[config.mk]
export PLATFORM = sky130hd
export DESIGN_NAME = fic_top
export DESIGN_NICKNAME = d
export VERILOG_FILES = /design/src/shared/fic_pkg.sv /design/src/fic_cmd_decode.sv /design/src/fic_remap.sv /design/src/fic_top.sv
export SDC_FILE = /design/constraint.sdc
export NUM_CORES = 1
export LEC_CHECK = 0
export ABC_AREA = 1
export BUFFER_PORTS_ARGS = -buffer_cell sky130_fd_sc_hd__clkbuf_2
export CORE_UTILIZATION = 55
export DETAILED_ROUTE_END_ITERATION = 7
export PLACE_DENSITY = 0.85
export SLEW_MARGIN = 10
export SYNTH_ARGS = -nofsm -noshare
export SYNTH_HDL_FRONTEND = slang
export SYNTH_SLANG_ARGS = --single-unit
[constraint.sdc]
create_clock -name core_clk -period 6.8 [get_ports core_clk]
set_input_delay 0.68 -clock core_clk [delete_from_list [all_inputs] [get_ports core_clk]]
set_output_delay 0.68 -clock core_clk [all_outputs]
set_load 0.05 [all_outputs]
[src/shared/fic_pkg.sv]
// constants, enumerations and carriers for the flash iap command interface
// assumes an 8-bit special function register bus and a self-timed flash macro
package fic_pkg;

   // ==========================================================
   // register offsets
   localparam logic [7:0] ADDR_CONFIG    = 8'hb1;
   localparam logic [7:0] ADDR_COMMAND   = 8'hb2;
   localparam logic [7:0] ADDR_ADDR_LOW  = 8'hb3;
   localparam logic [7:0] ADDR_ADDR_HIGH = 8'hb4;
   localparam logic [7:0] ADDR_DATA      = 8'hb5;
   localparam logic [7:0] ADDR_STATUS    = 8'hb6;

   // ==========================================================
   // field positions and reset values
   localparam int CFG_VIS_BIT       = 7;
   localparam int CFG_IAP_ENABLE_BIT = 6;
   localparam int CMD_IRQ_ENABLE_BIT = 7;
   localparam int ST_SEC_HI_BIT     = 7;
   localparam int ST_SEC_LO_BIT     = 5;
   localparam int ST_BUSY_BIT       = 3;
   localparam int ST_FLASH_BUSY_BIT = 2;
   localparam logic [7:0] COMMAND_RST = 8'h00;
   localparam logic [7:0] ADDR_RST    = 8'h00;
   localparam logic [7:0] DATA_RST    = 8'h00;
   localparam logic [1:0] CFG_TOP_RST = 2'h0;
   localparam logic [1:0] MAP_EN_RST  = 2'h0;

   // ==========================================================
   // command codes
   localparam logic [6:0] CODE_CHIP_ERASE   = 7'h01;
   localparam logic [6:0] CODE_BURST_PROG   = 7'h06;
   localparam logic [6:0] CODE_SECTOR_ERASE = 7'h0b;
   localparam logic [6:0] CODE_BYTE_VERIFY  = 7'h0c;
   localparam logic [6:0] CODE_BLOCK_ERASE  = 7'h0d;
   localparam logic [6:0] CODE_BYTE_PROG    = 7'h0e;
   localparam logic [6:0] CODE_PROG_SEC1    = 7'h0f;
   localparam logic [6:0] CODE_PROG_SEC2    = 7'h03;
   localparam logic [6:0] CODE_PROG_SEC3    = 7'h05;
   localparam logic [6:0] CODE_PROG_REMAP0  = 7'h08;
   localparam logic [6:0] CODE_PROG_REMAP1  = 7'h09;

   // ==========================================================
   // remap windows
   localparam logic [15:0] REMAP_BASE    = 16'hf000;
   localparam logic [15:0] REMAP_MASK_1K = 16'h03ff;
   localparam logic [15:0] REMAP_MASK_2K = 16'h07ff;
   localparam logic [15:0] REMAP_MASK_4K = 16'h0fff;

   // ==========================================================
   // timing: a verify read takes one machine cycle (twelve core clocks)
   localparam int CLK_PERIOD_NS     = 10;
   localparam int VERIFY_TIME_NS    = 120;
   localparam int VERIFY_CLKS       = (VERIFY_TIME_NS + CLK_PERIOD_NS - 1) / CLK_PERIOD_NS;
   localparam logic [3:0] VERIFY_CNT_INIT = 4'(VERIFY_CLKS - 1);
   localparam logic [3:0] CNT_ZERO  = 4'h0;
   localparam logic [3:0] CNT_ONE   = 4'h1;

   // ==========================================================
   // types
   typedef enum logic [3:0] {
      OP_NONE, OP_CHIP_ERASE, OP_BURST_PROG, OP_SECTOR_ERASE, OP_BYTE_VERIFY, OP_BLOCK_ERASE,
      OP_BYTE_PROG, OP_PROG_SEC1, OP_PROG_SEC2, OP_PROG_SEC3, OP_PROG_REMAP0, OP_PROG_REMAP1
   } fic_op_t;

   typedef enum logic [2:0] {
      ST_IDLE   = 3'b001,
      ST_VERIFY = 3'b010,
      ST_RUN    = 3'b100
   } fic_state_t;

   typedef struct packed {
      logic       wr;
      logic       rd;
      logic [7:0] addr;
      logic [7:0] wdata;
   } fic_sfr_req_t;

   typedef struct packed {
      logic        start;
      logic        next_byte;
      fic_op_t     op;
      logic [15:0] addr;
      logic [7:0]  data;
   } fic_flash_req_t;

   typedef struct packed {
      logic       byte_done;
      logic       op_done;
      logic [7:0] rdata;
   } fic_flash_rsp_t;

endpackage

[src/fic_cmd_decode.sv]
// command code decoder for the flash iap command interface
// assumes the code is the low seven bits of a written command byte
module fic_cmd_decode (
   input  wire logic [6:0]      code,
   output fic_pkg::fic_op_t     op,
   output logic                 valid,
   output logic                 is_verify
);
   import fic_pkg::*;

   // ==========================================================
   // decode; anything unlisted is reserved and starts nothing
   always_comb begin
      op = OP_NONE;
      case (code)
         CODE_CHIP_ERASE:   op = OP_CHIP_ERASE;
         CODE_BURST_PROG:   op = OP_BURST_PROG;
         CODE_SECTOR_ERASE: op = OP_SECTOR_ERASE;
         CODE_BYTE_VERIFY:  op = OP_BYTE_VERIFY;
         CODE_BLOCK_ERASE:  op = OP_BLOCK_ERASE;
         CODE_BYTE_PROG:    op = OP_BYTE_PROG;
         CODE_PROG_SEC1:    op = OP_PROG_SEC1;
         CODE_PROG_SEC2:    op = OP_PROG_SEC2;
         CODE_PROG_SEC3:    op = OP_PROG_SEC3;
         CODE_PROG_REMAP0:  op = OP_PROG_REMAP0;
         CODE_PROG_REMAP1:  op = OP_PROG_REMAP1;
         default:           op = OP_NONE;
      endcase
   end

   assign valid     = (op != OP_NONE);
   assign is_verify = (op == OP_BYTE_VERIFY);

endmodule

[src/fic_remap.sv]
// program fetch address remapper
// assumes the map enable field comes straight from the configuration register
module fic_remap (
   input  wire logic [1:0]  map_en,
   input  wire logic [15:0] fetch_addr,
   output logic [15:0]      mapped_addr
);
   import fic_pkg::*;

   logic [15:0] mask;

   // ==========================================================
   // window size by map enable; 00 leaves memory in normal order
   always_comb begin
      mask = REMAP_MASK_4K;
      case (map_en)
         2'h1:    mask = REMAP_MASK_1K;
         2'h2:    mask = REMAP_MASK_2K;
         default: mask = REMAP_MASK_4K;
      endcase
   end

   // fetches inside the low window are pushed up to the top block
   always_comb begin
      mapped_addr = fetch_addr;
      if (map_en != 2'h0 && (fetch_addr & ~mask) == 16'h0000) begin
         mapped_addr = REMAP_BASE | (fetch_addr & mask);
      end
   end

endmodule

[src/fic_top.sv]
// flash iap command interface: sfr mailbox, command sequencer, remap and irq1 takeover
// assumes a self-timed flash macro answering with op_done and, in burst mode, byte_done
// assumes sfr bus requests are single-cycle strobes synchronous to core_clk

// Function
// - on the first enabled edge after reset the remap enable field loads from the inverted nonvolatile remap setting.
// - remap enable 01/10/11 redirects low 1/2/4 KByte fetches to F000H upward.
// - interrupt enable high makes the irq1 line signal completion and ignores external requests.
// - command byte holds interrupt enable and seven-bit code; resets to zero.
// - code 0Bh is sector erase, 0Ch is byte verify read.
// - code 0Dh is block erase, 0Eh is byte program.
// - 0Fh/03h/05h program security bits one to three; 08h/09h program remap bits.
// - unlisted codes are reserved and start no flash operation.
// - verify finishes in one machine cycle and never raises the completion interrupt.
// - low address mailbox, eight bits, resets to zero.
// - high address mailbox, eight bits, resets to zero.
// - data mailbox carries program data in and verify data out, resets to zero.
// - status is read-only; bits 7..5 show security bits one to three.
// - status bit 3 is high while busy, low once the next burst byte fits.
// - status bit 2 stays high until the last command, burst included, fully ends.
module fic_top (
   input  wire logic                    core_clk,
   input  wire logic                    rst,
   input  wire logic                    ce,
   input  wire fic_pkg::fic_sfr_req_t   sfr_req,
   output logic [7:0]                   sfr_rdata,
   input  wire logic [1:0]              nonvolatile_remap_setting,
   input  wire logic [2:0]              security_bits,
   output fic_pkg::fic_flash_req_t      flash_req,
   input  wire fic_pkg::fic_flash_rsp_t flash_rsp,
   input  wire logic                    ext_irq1_n,
   output logic                         cpu_irq1_n,
   output logic                         block1_visible,
   input  wire logic [15:0]             fetch_addr,
   output logic [15:0]                  fetch_addr_mapped
);
   import fic_pkg::*;

   // ==========================================================
   // state
   logic [1:0]  cfg_top_ff,  nxt_cfg_top;     // {vis, iap_enable}
   logic [1:0]  map_en_ff,   nxt_map_en;      // {remap_enable_hi, remap_enable_lo}
   logic        strap_ff,    nxt_strap;
   logic [7:0]  command_ff,  nxt_command;
   logic [7:0]  addr_lo_ff,  nxt_addr_lo;
   logic [7:0]  addr_hi_ff,  nxt_addr_hi;
   logic [7:0]  data_ff,     nxt_data;
   logic [7:0]  rdata_ff,    nxt_rdata;
   fic_state_t  state_ff,    nxt_state;
   fic_op_t     op_ff,       nxt_op;
   logic        busy_ff,     nxt_busy;
   logic        fbusy_ff,    nxt_fbusy;
   logic [3:0]  cnt_ff,      nxt_cnt;
   logic        start_ff,    nxt_start;
   logic        next_ff,     nxt_next;
   logic        irq1_n_ff,   nxt_irq1_n;
   logic [15:0] mapped_ff;

   fic_op_t     dec_op;
   logic        dec_valid;
   logic        dec_verify;
   logic [15:0] mapped_comb;
   logic        wr_cmd;
   logic        wr_data;
   logic        cmd_go;
   logic        burst_go;
   logic        load_verify;
   logic        done_irq;
   logic        iap_enable;
   logic        flash_irq_enable;

   assign iap_enable       = cfg_top_ff[0];
   assign flash_irq_enable = command_ff[CMD_IRQ_ENABLE_BIT];
   assign wr_cmd           = sfr_req.wr && sfr_req.addr == ADDR_COMMAND;
   assign wr_data          = sfr_req.wr && sfr_req.addr == ADDR_DATA;

   fic_cmd_decode u_decode (
      .code      (sfr_req.wdata[6:0]),
      .op        (dec_op),
      .valid     (dec_valid),
      .is_verify (dec_verify)
   );

   fic_remap u_remap (
      .map_en      (map_en_ff),
      .fetch_addr  (fetch_addr),
      .mapped_addr (mapped_comb)
   );

   // a command is taken only when enabled, listed and the sequencer is free
   assign cmd_go   = wr_cmd && iap_enable && dec_valid && state_ff == ST_IDLE;
   // a data write during burst program feeds the next byte once the last one is in
   assign burst_go = wr_data && state_ff == ST_RUN && op_ff == OP_BURST_PROG && !busy_ff;

   // ==========================================================
   // command sequencer
   always_comb begin
      nxt_state   = state_ff;
      nxt_op      = op_ff;
      nxt_busy    = busy_ff;
      nxt_fbusy   = fbusy_ff;
      nxt_cnt     = cnt_ff;
      nxt_start   = 1'b0;
      nxt_next    = 1'b0;
      load_verify = 1'b0;
      done_irq    = 1'b0;
      case (state_ff)
         ST_IDLE: begin
            if (cmd_go) begin
               nxt_op    = dec_op;
               nxt_start = 1'b1;
               nxt_busy  = 1'b1;
               nxt_fbusy = 1'b1;
               nxt_cnt   = VERIFY_CNT_INIT;
               nxt_state = dec_verify ? ST_VERIFY : ST_RUN;
            end
         end
         ST_VERIFY: begin
            // fixed latency; the macro's done strobe is not needed here
            if (cnt_ff == CNT_ZERO) begin
               load_verify = 1'b1;
               nxt_busy    = 1'b0;
               nxt_fbusy   = 1'b0;
               nxt_state   = ST_IDLE;
            end else begin
               nxt_cnt = cnt_ff - CNT_ONE;
            end
         end
         ST_RUN: begin
            if (flash_rsp.op_done) begin
               nxt_busy  = 1'b0;
               nxt_fbusy = 1'b0;
               done_irq  = flash_irq_enable;
               nxt_state = ST_IDLE;
            end else begin
               if (flash_rsp.byte_done) begin
                  nxt_busy = 1'b0;
               end
               if (burst_go) begin
                  nxt_busy = 1'b1;
                  nxt_next = 1'b1;
               end
            end
         end
         default: begin
            nxt_state = ST_IDLE;
            nxt_busy  = 1'b0;
            nxt_fbusy = 1'b0;
         end
      endcase
   end

   // irq1 is either the pin passed through or a one-cycle completion pulse
   always_comb begin
      nxt_irq1_n = ext_irq1_n;
      if (flash_irq_enable) begin
         nxt_irq1_n = !done_irq;
      end
   end

   always_ff @(posedge core_clk or posedge rst) begin
      if (rst) begin
         state_ff  <= ST_IDLE;
         op_ff     <= OP_NONE;
         busy_ff   <= 1'b0;
         fbusy_ff  <= 1'b0;
         cnt_ff    <= CNT_ZERO;
         start_ff  <= 1'b0;
         next_ff   <= 1'b0;
         irq1_n_ff <= 1'b1;
         mapped_ff <= 16'h0000;
      end else if (ce) begin
         state_ff  <= nxt_state;
         op_ff     <= nxt_op;
         busy_ff   <= nxt_busy;
         fbusy_ff  <= nxt_fbusy;
         cnt_ff    <= nxt_cnt;
         start_ff  <= nxt_start;
         next_ff   <= nxt_next;
         irq1_n_ff <= nxt_irq1_n;
         mapped_ff <= mapped_comb;
      end
   end

   // ==========================================================
   // sfr mailbox registers
   always_comb begin
      nxt_cfg_top = cfg_top_ff;
      nxt_map_en  = map_en_ff;
      nxt_strap   = 1'b1;
      nxt_command = command_ff;
      nxt_addr_lo = addr_lo_ff;
      nxt_addr_hi = addr_hi_ff;
      nxt_data    = data_ff;
      nxt_rdata   = rdata_ff;
      // the strap is sampled on the first enabled edge after reset; code 11 means off
      if (!strap_ff) begin
         nxt_map_en = ~nonvolatile_remap_setting;
      end else if (sfr_req.wr && sfr_req.addr == ADDR_CONFIG) begin
         nxt_map_en = sfr_req.wdata[1:0];
      end
      if (sfr_req.wr && sfr_req.addr == ADDR_CONFIG) begin
         nxt_cfg_top = sfr_req.wdata[CFG_VIS_BIT:CFG_IAP_ENABLE_BIT];
      end else if (wr_cmd) begin
         // the interrupt enable always follows; the code only when iap is on
         nxt_command[CMD_IRQ_ENABLE_BIT] = sfr_req.wdata[CMD_IRQ_ENABLE_BIT];
         if (iap_enable) begin
            nxt_command[6:0] = sfr_req.wdata[6:0];
         end
      end else if (sfr_req.wr && sfr_req.addr == ADDR_ADDR_LOW) begin
         nxt_addr_lo = sfr_req.wdata;
      end else if (sfr_req.wr && sfr_req.addr == ADDR_ADDR_HIGH) begin
         nxt_addr_hi = sfr_req.wdata;
      end else if (wr_data) begin
         nxt_data = sfr_req.wdata;
      end
      // verify data from the array wins over a cpu write in the same cycle
      if (load_verify) begin
         nxt_data = flash_rsp.rdata;
      end
      // read path; status has no write decode at all
      if (sfr_req.rd) begin
         if (sfr_req.addr == ADDR_CONFIG) begin
            nxt_rdata = {cfg_top_ff, 4'h0, map_en_ff};
         end else if (sfr_req.addr == ADDR_COMMAND) begin
            nxt_rdata = command_ff;
         end else if (sfr_req.addr == ADDR_ADDR_LOW) begin
            nxt_rdata = addr_lo_ff;
         end else if (sfr_req.addr == ADDR_ADDR_HIGH) begin
            nxt_rdata = addr_hi_ff;
         end else if (sfr_req.addr == ADDR_DATA) begin
            nxt_rdata = data_ff;
         end else if (sfr_req.addr == ADDR_STATUS) begin
            nxt_rdata = 8'h00;
            nxt_rdata[ST_SEC_HI_BIT:ST_SEC_LO_BIT] = security_bits;
            nxt_rdata[ST_BUSY_BIT]       = busy_ff;
            nxt_rdata[ST_FLASH_BUSY_BIT] = fbusy_ff;
         end else begin
            nxt_rdata = 8'h00;
         end
      end
   end

   always_ff @(posedge core_clk or posedge rst) begin
      if (rst) begin
         cfg_top_ff <= CFG_TOP_RST;
         map_en_ff  <= MAP_EN_RST;
         strap_ff   <= 1'b0;
         command_ff <= COMMAND_RST;
         addr_lo_ff <= ADDR_RST;
         addr_hi_ff <= ADDR_RST;
         data_ff    <= DATA_RST;
         rdata_ff   <= 8'h00;
      end else if (ce) begin
         cfg_top_ff <= nxt_cfg_top;
         map_en_ff  <= nxt_map_en;
         strap_ff   <= nxt_strap;
         command_ff <= nxt_command;
         addr_lo_ff <= nxt_addr_lo;
         addr_hi_ff <= nxt_addr_hi;
         data_ff    <= nxt_data;
         rdata_ff   <= nxt_rdata;
      end
   end

   // ==========================================================
   // outputs; the macro samples the mailboxes as they stand after the start
   assign sfr_rdata           = rdata_ff;
   assign flash_req.start     = start_ff;
   assign flash_req.next_byte = next_ff;
   assign flash_req.op        = op_ff;
   assign flash_req.addr      = {addr_hi_ff, addr_lo_ff};
   assign flash_req.data      = data_ff;
   assign cpu_irq1_n          = irq1_n_ff;
   assign block1_visible      = cfg_top_ff[1];
   assign fetch_addr_mapped   = mapped_ff;
endmodule

# [Word level (Yosys, flattened, before mapping)]
# Memories as Yosys holds them, arrays and structs flattened.
# Cells that the tools add are included.
[classes] reduce_logical=33 muxes=43 add_sub_neg=1 bitwise=7 n_eq_ne=23
[op_table] operator="2-to-1 mux 8 bit" n=12
[op_table] operator="== test 8 bit, second input constant" n=6
[op_table] operator="case mux 12 bit (2 select lines)" n=1
[op_table] operator="AND reduction 4 bit" n=5
[op_table] operator="AND 16 bit" n=1
[op_table] operator="logical NOT 16 bit" n=1
[op_table] operator="2-to-1 mux 1 bit" n=16
[op_table] operator="2-to-1 mux 16 bit" n=1
[op_table] operator="NOT 12 -> 16 bit" n=1
[op_table] operator="!= test 2 bit, second input constant" n=7
[op_table] operator="AND 12 bit" n=1
[op_table] operator="logical AND 1 bit" n=12
[op_table] operator="2-to-1 mux 3 bit" n=4
[op_table] operator="2-to-1 mux 4 bit" n=3
[op_table] operator="case mux 3 bit (3 select lines)" n=1
[op_table] operator="case mux 4 bit (2 select lines)" n=1
[op_table] operator="case mux 1 bit (3 select lines)" n=2
[op_table] operator="AND reduction 2 bit" n=3
[op_table] operator="AND reduction 3 bit" n=2
[op_table] operator="AND reduction 6 bit" n=1
[op_table] operator="nonzero test 2 bit" n=3
[op_table] operator="AND reduction 5 bit" n=1
[op_table] operator="== test 4 x 2 -> 1 bit, second input constant" n=1
[op_table] operator="== test 4 x 3 -> 1 bit, second input constant" n=1
[op_table] operator="15 further kinds" n=20
[word_totals] wordCells=126 mem_count=1 inputBits=53 register_bits=77 output_inout_bits=56 mem_bits_ro=64
[mem_list] name="(no name shown)" words=16 width=4 rd=1 rd_clocked_by_memory_dff=0 write_ports=0 line="fic_cmd_decode.sv:15" rtl="case (code)"

# [Longest topological paths before layout]
# Gate-level depths: netlist of run 1.
[logic_depth] word_depth=8 mapped_depth=13 ltp_nobuf=12

# [Cells and area by module]
# Synthesis of run 1 repeated with hierarchy kept, for this count alone.
[unflattened] hier_cells=564 hier_area_um2=4232.8
[modules_own_cells] module="fic_top" cells_each=498 area_per_inst_um2=3885.0 seq_area_each_um2=1929.4 n_inst=1
[modules_own_cells] module="fic_remap" cells_each=31 area_per_inst_um2=180.2 seq_area_each_um2=0.0 n_inst=1
[modules_own_cells] module="fic_cmd_decode" cells_each=35 area_per_inst_um2=167.7 seq_area_each_um2=0.0 n_inst=1

# [Least setup slack after synthesis of run 1]
# Ideal clock, no wire load.
[synth_path] path_type="in2reg" startpoint="input ce" endpoint="register busy_ff" setup_ns=0.116 n_path_buf=2 required_ns=6.684 stages=11 arrival_ns=1.713 slack_ns=4.970 cell_sequence="buf_2 -> inv_1 -> nor3_1 -> nand2_2 -> clkinv_1 -> nand2_1 -> nand2_2 -> buf_6 -> nand2_1 -> nand2_1 -> nand2_1"
[synth_between] elab_chain_len=1
[synth_rtl] element="start: declaration" line="fic_top.sv:24" rtl="input wire logic ce,"
[synth_rtl] element="AND reduction 4 bit (no line)"
[synth_rtl] element="end signal: assignment" line="fic_top.sv:175" rtl="busy_ff <= nxt_busy;"
[synth_rtl] element="end: declaration" line="fic_top.sv:51" rtl="logic busy_ff, nxt_busy;"
# Every way passes these cells.
# A chain may end at the register's enable or synchronous reset.

# [Final worst setup path of run 1]
[layout_path] startpoint="input ce" endpoint="register state_ff[2]"
[layout_between] elab_chain_len=1
[layout_rtl] element="AND reduction 4 bit (no line)"
[layout_rtl] element="end signal: assignment" line="fic_top.sv:173" rtl="state_ff <= nxt_state;"
[layout_rtl] element="end: declaration" line="fic_top.sv:49" rtl="fic_state_t state_ff, nxt_state;"
# Every way passes these cells.

==> results.sh, run 1 <==
export IMPL_grt_max_degree=78
export IMPL_grt_pass1_vias=3550
export IMPL_final_max_slew_viol_count=0
export IMPL_ys_async_sr_fraction_pct=100
export IMPL_area_growth_pct=19.8
export IMPL_tightest_slew_ps=950
export IMPL_synth_top_area_share_pct=47.7
export IMPL_grt_setup_unrepaired="no"
export IMPL_clock_root_buffer="clkbuf_8"
export IMPL_period_share_pct=39.0
export IMPL_finClkSkew_ps=6.78
export IMPL_required_ps=7050
export IMPL_cts_setup_buffers=0
export IMPL_start_kind="primary input"
export IMPL_synth_cell_types=36
export IMPL_drt_initial_drc_count=282
export IMPL_pre_cts_slack_ps=3820
export IMPL_crit_path_max_incr_delay_ps=500
export IMPL_path_cells="clkbuf_2 > inv_1 > nor3_1 > nand2_2 > clkinv_1 > nand2_1 > nand2_2 > nand2_1 > nand2_1 > nand2_1"
export IMPL_r2r_end="data_ff[3]"
export IMPL_fin_area_sq_um=4720
export IMPL_fin_tns_setup_ps=0
export IMPL_multiInputGateArea_sq_um=1720
export IMPL_hold_path_end="state_ff[0]"
export IMPL_hold_violations=0
export IMPL_yosys_register_bits=77
export IMPL_die_h_microns=86.6
export IMPL_cts_sinks=77
export IMPL_h_tree_depth=3
export IMPL_holdBufCountCts=0
export IMPL_cp_max_fo=26
export IMPL_vias=3752
export IMPL_finalNetCount=656
export IMPL_antenna_left=0
export IMPL_cts_clk_slew_worst_paths_ps=80
export IMPL_endpoint_kind="flop"
export IMPL_synth_area_sq_um=3940
export IMPL_wl_microns=10100
export IMPL_total_leakage_power_uw=0.00254
export IMPL_max_freq_mhz=377
export IMPL_dieWidth_microns=86.6
export IMPL_hp_class="flop to flop"
export IMPL_place_area_sq_um=4510
export IMPL_diodes=0
export IMPL_relSlewSlack_pct=36.7
export IMPL_path_common_cell="nand2_1"
export IMPL_power_density_nw_per_um2=252
export IMPL_vias_per_cell=5.35
export IMPL_min_path_cells=2
export IMPL_synth_edf_count=0
export IMPL_drc=0
export IMPL_cts_buffers_inserted=9
export IMPL_vdd_drop_max_uv=147
export IMPL_start_util_pct=57.3
export IMPL_worst_r2r_cell_count=8
export IMPL_ff_latch_area_sq_um=1930
export IMPL_maxCapViolCount=0
export IMPL_drive_above_1_share_pct=25.5
export IMPL_cpMaxStageDelayCell="inv_1"
export IMPL_min_period_ps=2650
export IMPL_synthTopCellsByArea="dfrtp_1, nand2_1, o21ai_0"
export IMPL_outcome="finished, final reports clean"
export IMPL_cts_buffer_depth=2
export IMPL_worst_slack_ps=4150
export IMPL_critPathBufInv=3
export IMPL_drtPass1Iterations=4
export IMPL_cts_tree="built"
export IMPL_antenna_found_initial=0
export IMPL_setup_viol=0
export IMPL_syn_inst=494
export IMPL_gp_congestion=0.875
export IMPL_clk_latency_ps=360
export IMPL_track_usage_pct=28.6
export IMPL_avgSynthCellArea_sq_um=7.97
export IMPL_num_fill_cells=584
export IMPL_cts_resized=0
export IMPL_hp_start="state_ff[0]"
export IMPL_synth_fp_nets=550
export IMPL_wire_per_inst_microns=14.4
export IMPL_core_area_sq_um=6870
export IMPL_io_pins=109
export IMPL_synth_largest_area_cell="dfrtp_1"
export IMPL_crit_family="simple AND/OR/NAND/NOR gates"
export IMPL_row_count=30
export IMPL_crit_arrival_ps=2900
export IMPL_io_buffers=108
export IMPL_grt_pass1_wl_microns=16200
export IMPL_yosys_warnings=0
export IMPL_worstReg2RegStart="cnt_ff[0]"
export IMPL_die_area_sq_um=7500
export IMPL_r2r_setup_slack_ps=4640
export IMPL_synth_ff_type="dfrtp_1"
export IMPL_path_class="primary input to flop"
export IMPL_seq_area_frac_synth_pct=49.0
export IMPL_hpwl_microns=7390
export IMPL_grt_overflow=0
## cell families (layout without fill, tap and decap cells)
family / Yosys count / count (layout) / share of synthesized area, %
adder cells (fa/ha/maj): 3 / 3 / 0.954
buffers and inverters: 66 / 177 / 7.28
flip-flops: 77 / 77 / 49.0
AND/OR/NAND/NOR: 265 / 265 / 30.5
AO/OA/AOI/OAI: 83 / 83 / 12.3
## worst register-to-register path: stages, from the launching register on
cell and delay, ps:
dfrtp_1 400, inv_1 100, ha_1 170, inv_1 40
nor2_1 180, nand3_2 360, a21oi_4 550, o211ai_1 180
o21ai_0 110
## how the worst max path moves through the flow
stage,startpoint,to,slack [ps],cells after the start
2_1_floorplan,rst,addr_hi_ff[0],4160,1
3_3_place_gp,ce,state_ff[1],3960,10
3_5_place_dp,ce,state_ff[2],3820,10
4_1_cts,ce,state_ff[2],4170,10
5_1_grt,ce,fbusy_ff,3920,10
6_report,ce,state_ff[2],4150,10
## cell usage in the layout (no fill, tap or decap), drive strengths merged, types with 9 or more instances in the layout
cell type,synthesis,routed
a21oi,13,13
clkbuf,5,120
dfrtp,75,75
inv,50,50
nand2,167,167
nand3,30,30
nand4,9,9
nor2,48,48
nor3,9,9
o211ai,11,11
o21ai,53,53
## layer usage
metal	global-route usage, %	vias to the layer above	wire [microns]
li1	-	1815	-
met1	36.7	1751	4290
met2	46.8	167	4810
met3	5.52	19	749
met4	14.1	0	229
met5	0	-	0
## sequential cells by signal, indices dropped and copies added, names as in the netlist, 2 cells and up
register	cells
cfg_top_ff	2
sfr_rdata	8
state_ff	3
fetch_addr_mapped	16
addr_lo_ff	8
addr_hi_ff	8
data_ff	8
cnt_ff	4
op_ff	4
map_en_ff	2
command_ff	8
## final cells by class
cell class,instances,share of cell area (%)
sequential,77,40.9
inverter,52,4.17
clock buffer,12,3.29
clock inverter,4,1.01
multi-input combinational,351,36.5
timing repair buffer,109,11.6
tap,96,2.55
## power breakdown
group	internal, uW	switching (uW)
logic	75.6	218
registers	505	34.6
clock network	189	169
## cell usage after synthesis, types with 2 or more instances
cell type / number
inv_1: 47
dfrtp_1: 75
nor2_4: 6
nand2_1: 161
o21ai_1: 8
nand4_1: 8
inv_2: 3
clkbuf_1: 5
buf_2: 3
a21oi_2: 2
ha_1: 3
buf_4: 3
dfstp_2: 2
nor3_1: 7
nand3_1: 26
buf_6: 3
nor3_2: 2
nor2_1: 41
nand2_2: 4
o21ai_0: 45
nand3_2: 3
nand2_4: 2
a21oi_1: 10
o211ai_1: 11
o2111ai_1: 3
## metrics by stage
stage / total power, uW / hold WS (ps) / util (%) / cells
2_1_floorplan: 759 / 443 / - / 494
3_3_place_gp: 827 / 456 / 65.7 / 685
3_5_place_dp: 839 / 462 / 65.7 / 685
4_1_cts: 1190 / 475 / 68.7 / 701
5_1_grt: 1250 / 507 / 68.7 / 701
6_report: 1190 / 476 / 68.7 / 701
Power figures use the tool's default switching activity.
==> run 2: changes to the inputs <==
Settings changed: CORE_UTILIZATION 55 to 47, PLACE_DENSITY 0.85 to 0.78.
Clock period 6.8 ns to 2.2 ns, I/O delays scaled along.
==> run 2 against run 1 <==
- clock skew increased by 4.2 ps
- via count increased by 1.0%
- power increased to 3.2 times the previous value
- global-route usage decreased by 2.7 points
- critical path type is now flop to flop
- hold slack got worse by 420 ps
- largest cell class unchanged
- combinational power increased to 3.1 times the previous value
- highest routed layer unchanged
==> results.sh, run 2 (synthesis gave the netlist of run 1 again) <==
export IMPL_outcome="finished, final reports clean"
export IMPL_clk_latency_ps=350
export IMPL_io_pins=109
export IMPL_h_tree_depth=3
export IMPL_drive_above_1_share_pct=26.1
export IMPL_io_buffers=108
export IMPL_required_ps=2440
export IMPL_layout_commonest_cell="nand2_1"
export IMPL_diodes=0
export IMPL_largest_reg_flops=16
export IMPL_path_class="flop to flop"
export IMPL_met1_length_microns=4560
export IMPL_r2r_end="state_ff[2]"
export IMPL_final_max_slew_viol_count=0
export IMPL_hold_violations=0
export IMPL_total_leakage_power_uw=0.00258
export IMPL_finalNetCount=664
export IMPL_wl_microns=10400
export IMPL_relSlewSlack_pct=63.8
export IMPL_cp_max_fo=5
export IMPL_cts_resized=0
export IMPL_routed_wl_met2_microns=4990
export IMPL_cts_tree="built"
export IMPL_vias=3791
export IMPL_min_period_ps=1810
export IMPL_cts_clk_slew_worst_paths_ps=90
export IMPL_max_freq_mhz=551
export IMPL_tightest_slew_ps=542
export IMPL_route_met3_wl_microns=529
export IMPL_start_kind="flop"
export IMPL_row_count=33
export IMPL_maxCapViolCount=0
export IMPL_start_util_pct=48.1
export IMPL_period_share_pct=82.5
export IMPL_fin_tns_setup_ps=0
export IMPL_worst_slack_ps=386
export IMPL_cts_sinks=77
export IMPL_cts_setup_buffers=0
export IMPL_track_usage_pct=25.9
export IMPL_holdBufCountCts=1
export IMPL_drt_initial_drc_count=246
export IMPL_worstSetupStartpoint="cnt_ff[0]"
export IMPL_grt_pass1_vias=3599
export IMPL_core_area_sq_um=8180
export IMPL_highest_layer="met4"
export IMPL_vdd_drop_max_uv=338
export IMPL_crit_arrival_ps=2050
export IMPL_setup_viol=0
export IMPL_die_area_sq_um=8740
export IMPL_endpoint_kind="flop"
export IMPL_worstReg2RegStart="cnt_ff[0]"
export IMPL_worst_r2r_cell_count=11
export IMPL_antenna_left=0
export IMPL_finClkSkew_ps=11.0
export IMPL_grt_setup_unrepaired="no"
export IMPL_dieWidth_microns=93.5
export IMPL_final_cell_mix="nand2_1, clkbuf_2, dfrtp_1"
export IMPL_clock_root_buffer="clkbuf_8"
export IMPL_cts_buffer_depth=2
export IMPL_antenna_found_initial=0
export IMPL_hp_class="primary input to flop"
export IMPL_area_growth_pct=22.4
export IMPL_die_h_microns=93.5
export IMPL_vias_per_cell=5.28
export IMPL_gp_congestion=0.900
export IMPL_hpwl_microns=7830
export IMPL_grt_pass1_wl_microns=17400
export IMPL_cts_buffers_inserted=9
export IMPL_grt_overflow=0
export IMPL_wire_per_inst_microns=14.5
export IMPL_worstSetupEndpoint="state_ff[2]"
export IMPL_r2r_setup_slack_ps=390
export IMPL_grt_max_degree=55
export IMPL_pre_cts_slack_ps=443
export IMPL_drc=0
export IMPL_power_density_nw_per_um2=787
export IMPL_drtPass1Iterations=4
export IMPL_whs_ps=61.1
run 2: cell count changes in the layout (fill, tap and decap cells not counted), sizes merged:
cell         before  now
bufinv            1    2
clkinvlp          1    2
buf               1    8
dlygate4sd3       0    1
clkbuf          120  119
clkinv            4    2
inv              50   51
run 2: critical path: stages, from the launching register on:
cell,delay (ps)
dfrtp_1,390
inv_1,100
ha_1,180
inv_1,50
nor2_1,180
nand2_1,100
nand2_1,110
inv_1,50
nor2_1,250
nand2_1,160
nand2_1,80
nand2_1,50
run 2: final cells by class:
class	count	area (sq um)
sequential	77	1930
multi-input combinational	351	1720
timing repair buffer	117	623
fill	749	3360
clock inverter	5	83.8
inverter	52	196
tap	105	131
clock buffer	11	131
run 2: worst min-delay path by stage:
| stage | end | cells past startpoint | start |
|---|---|---|---|
| floorplan | fetch_addr_mapped[0] | 2 | fetch_addr[0] |
| global placement | fetch_addr_mapped[0] | 2 | rst |
| detailed placement | fetch_addr_mapped[8] | 2 | rst |
| CTS | fetch_addr_mapped[7] | 3 | fetch_addr[7] |
| global route | fetch_addr_mapped[1] | 3 | fetch_addr[1] |
| finish | fetch_addr_mapped[7] | 3 | fetch_addr[7] |
run 2: through the flow:
stage	std cells	area, sq um	util, %	power [uW]
after detailed placement	701	4590	56.1	2600
after global routing	718	4810	58.9	3980
after floorplan	494	3940	-	2350
final	718	4810	58.9	3790
after global placement	701	4590	56.1	2570
after CTS	718	4810	58.9	3800
run 2: per-layer routing:
layer / vias to the layer above / track usage [%]
met5: - / 0
met4: 0 / 11.8
met3: 27 / 3.98
met2: 130 / 41.2
met1: 1803 / 34.8
li1: 1831 / -
run 2: power breakdown:
part | leakage, uW | total [uW] | internal (uW) | switching, uW
Sequential | 0.000985 | 1670 | 1560 | 106
Clock | 0.000100 | 1200 | 645 | 560
Combinational | 0.00149 | 917 | 244 | 673
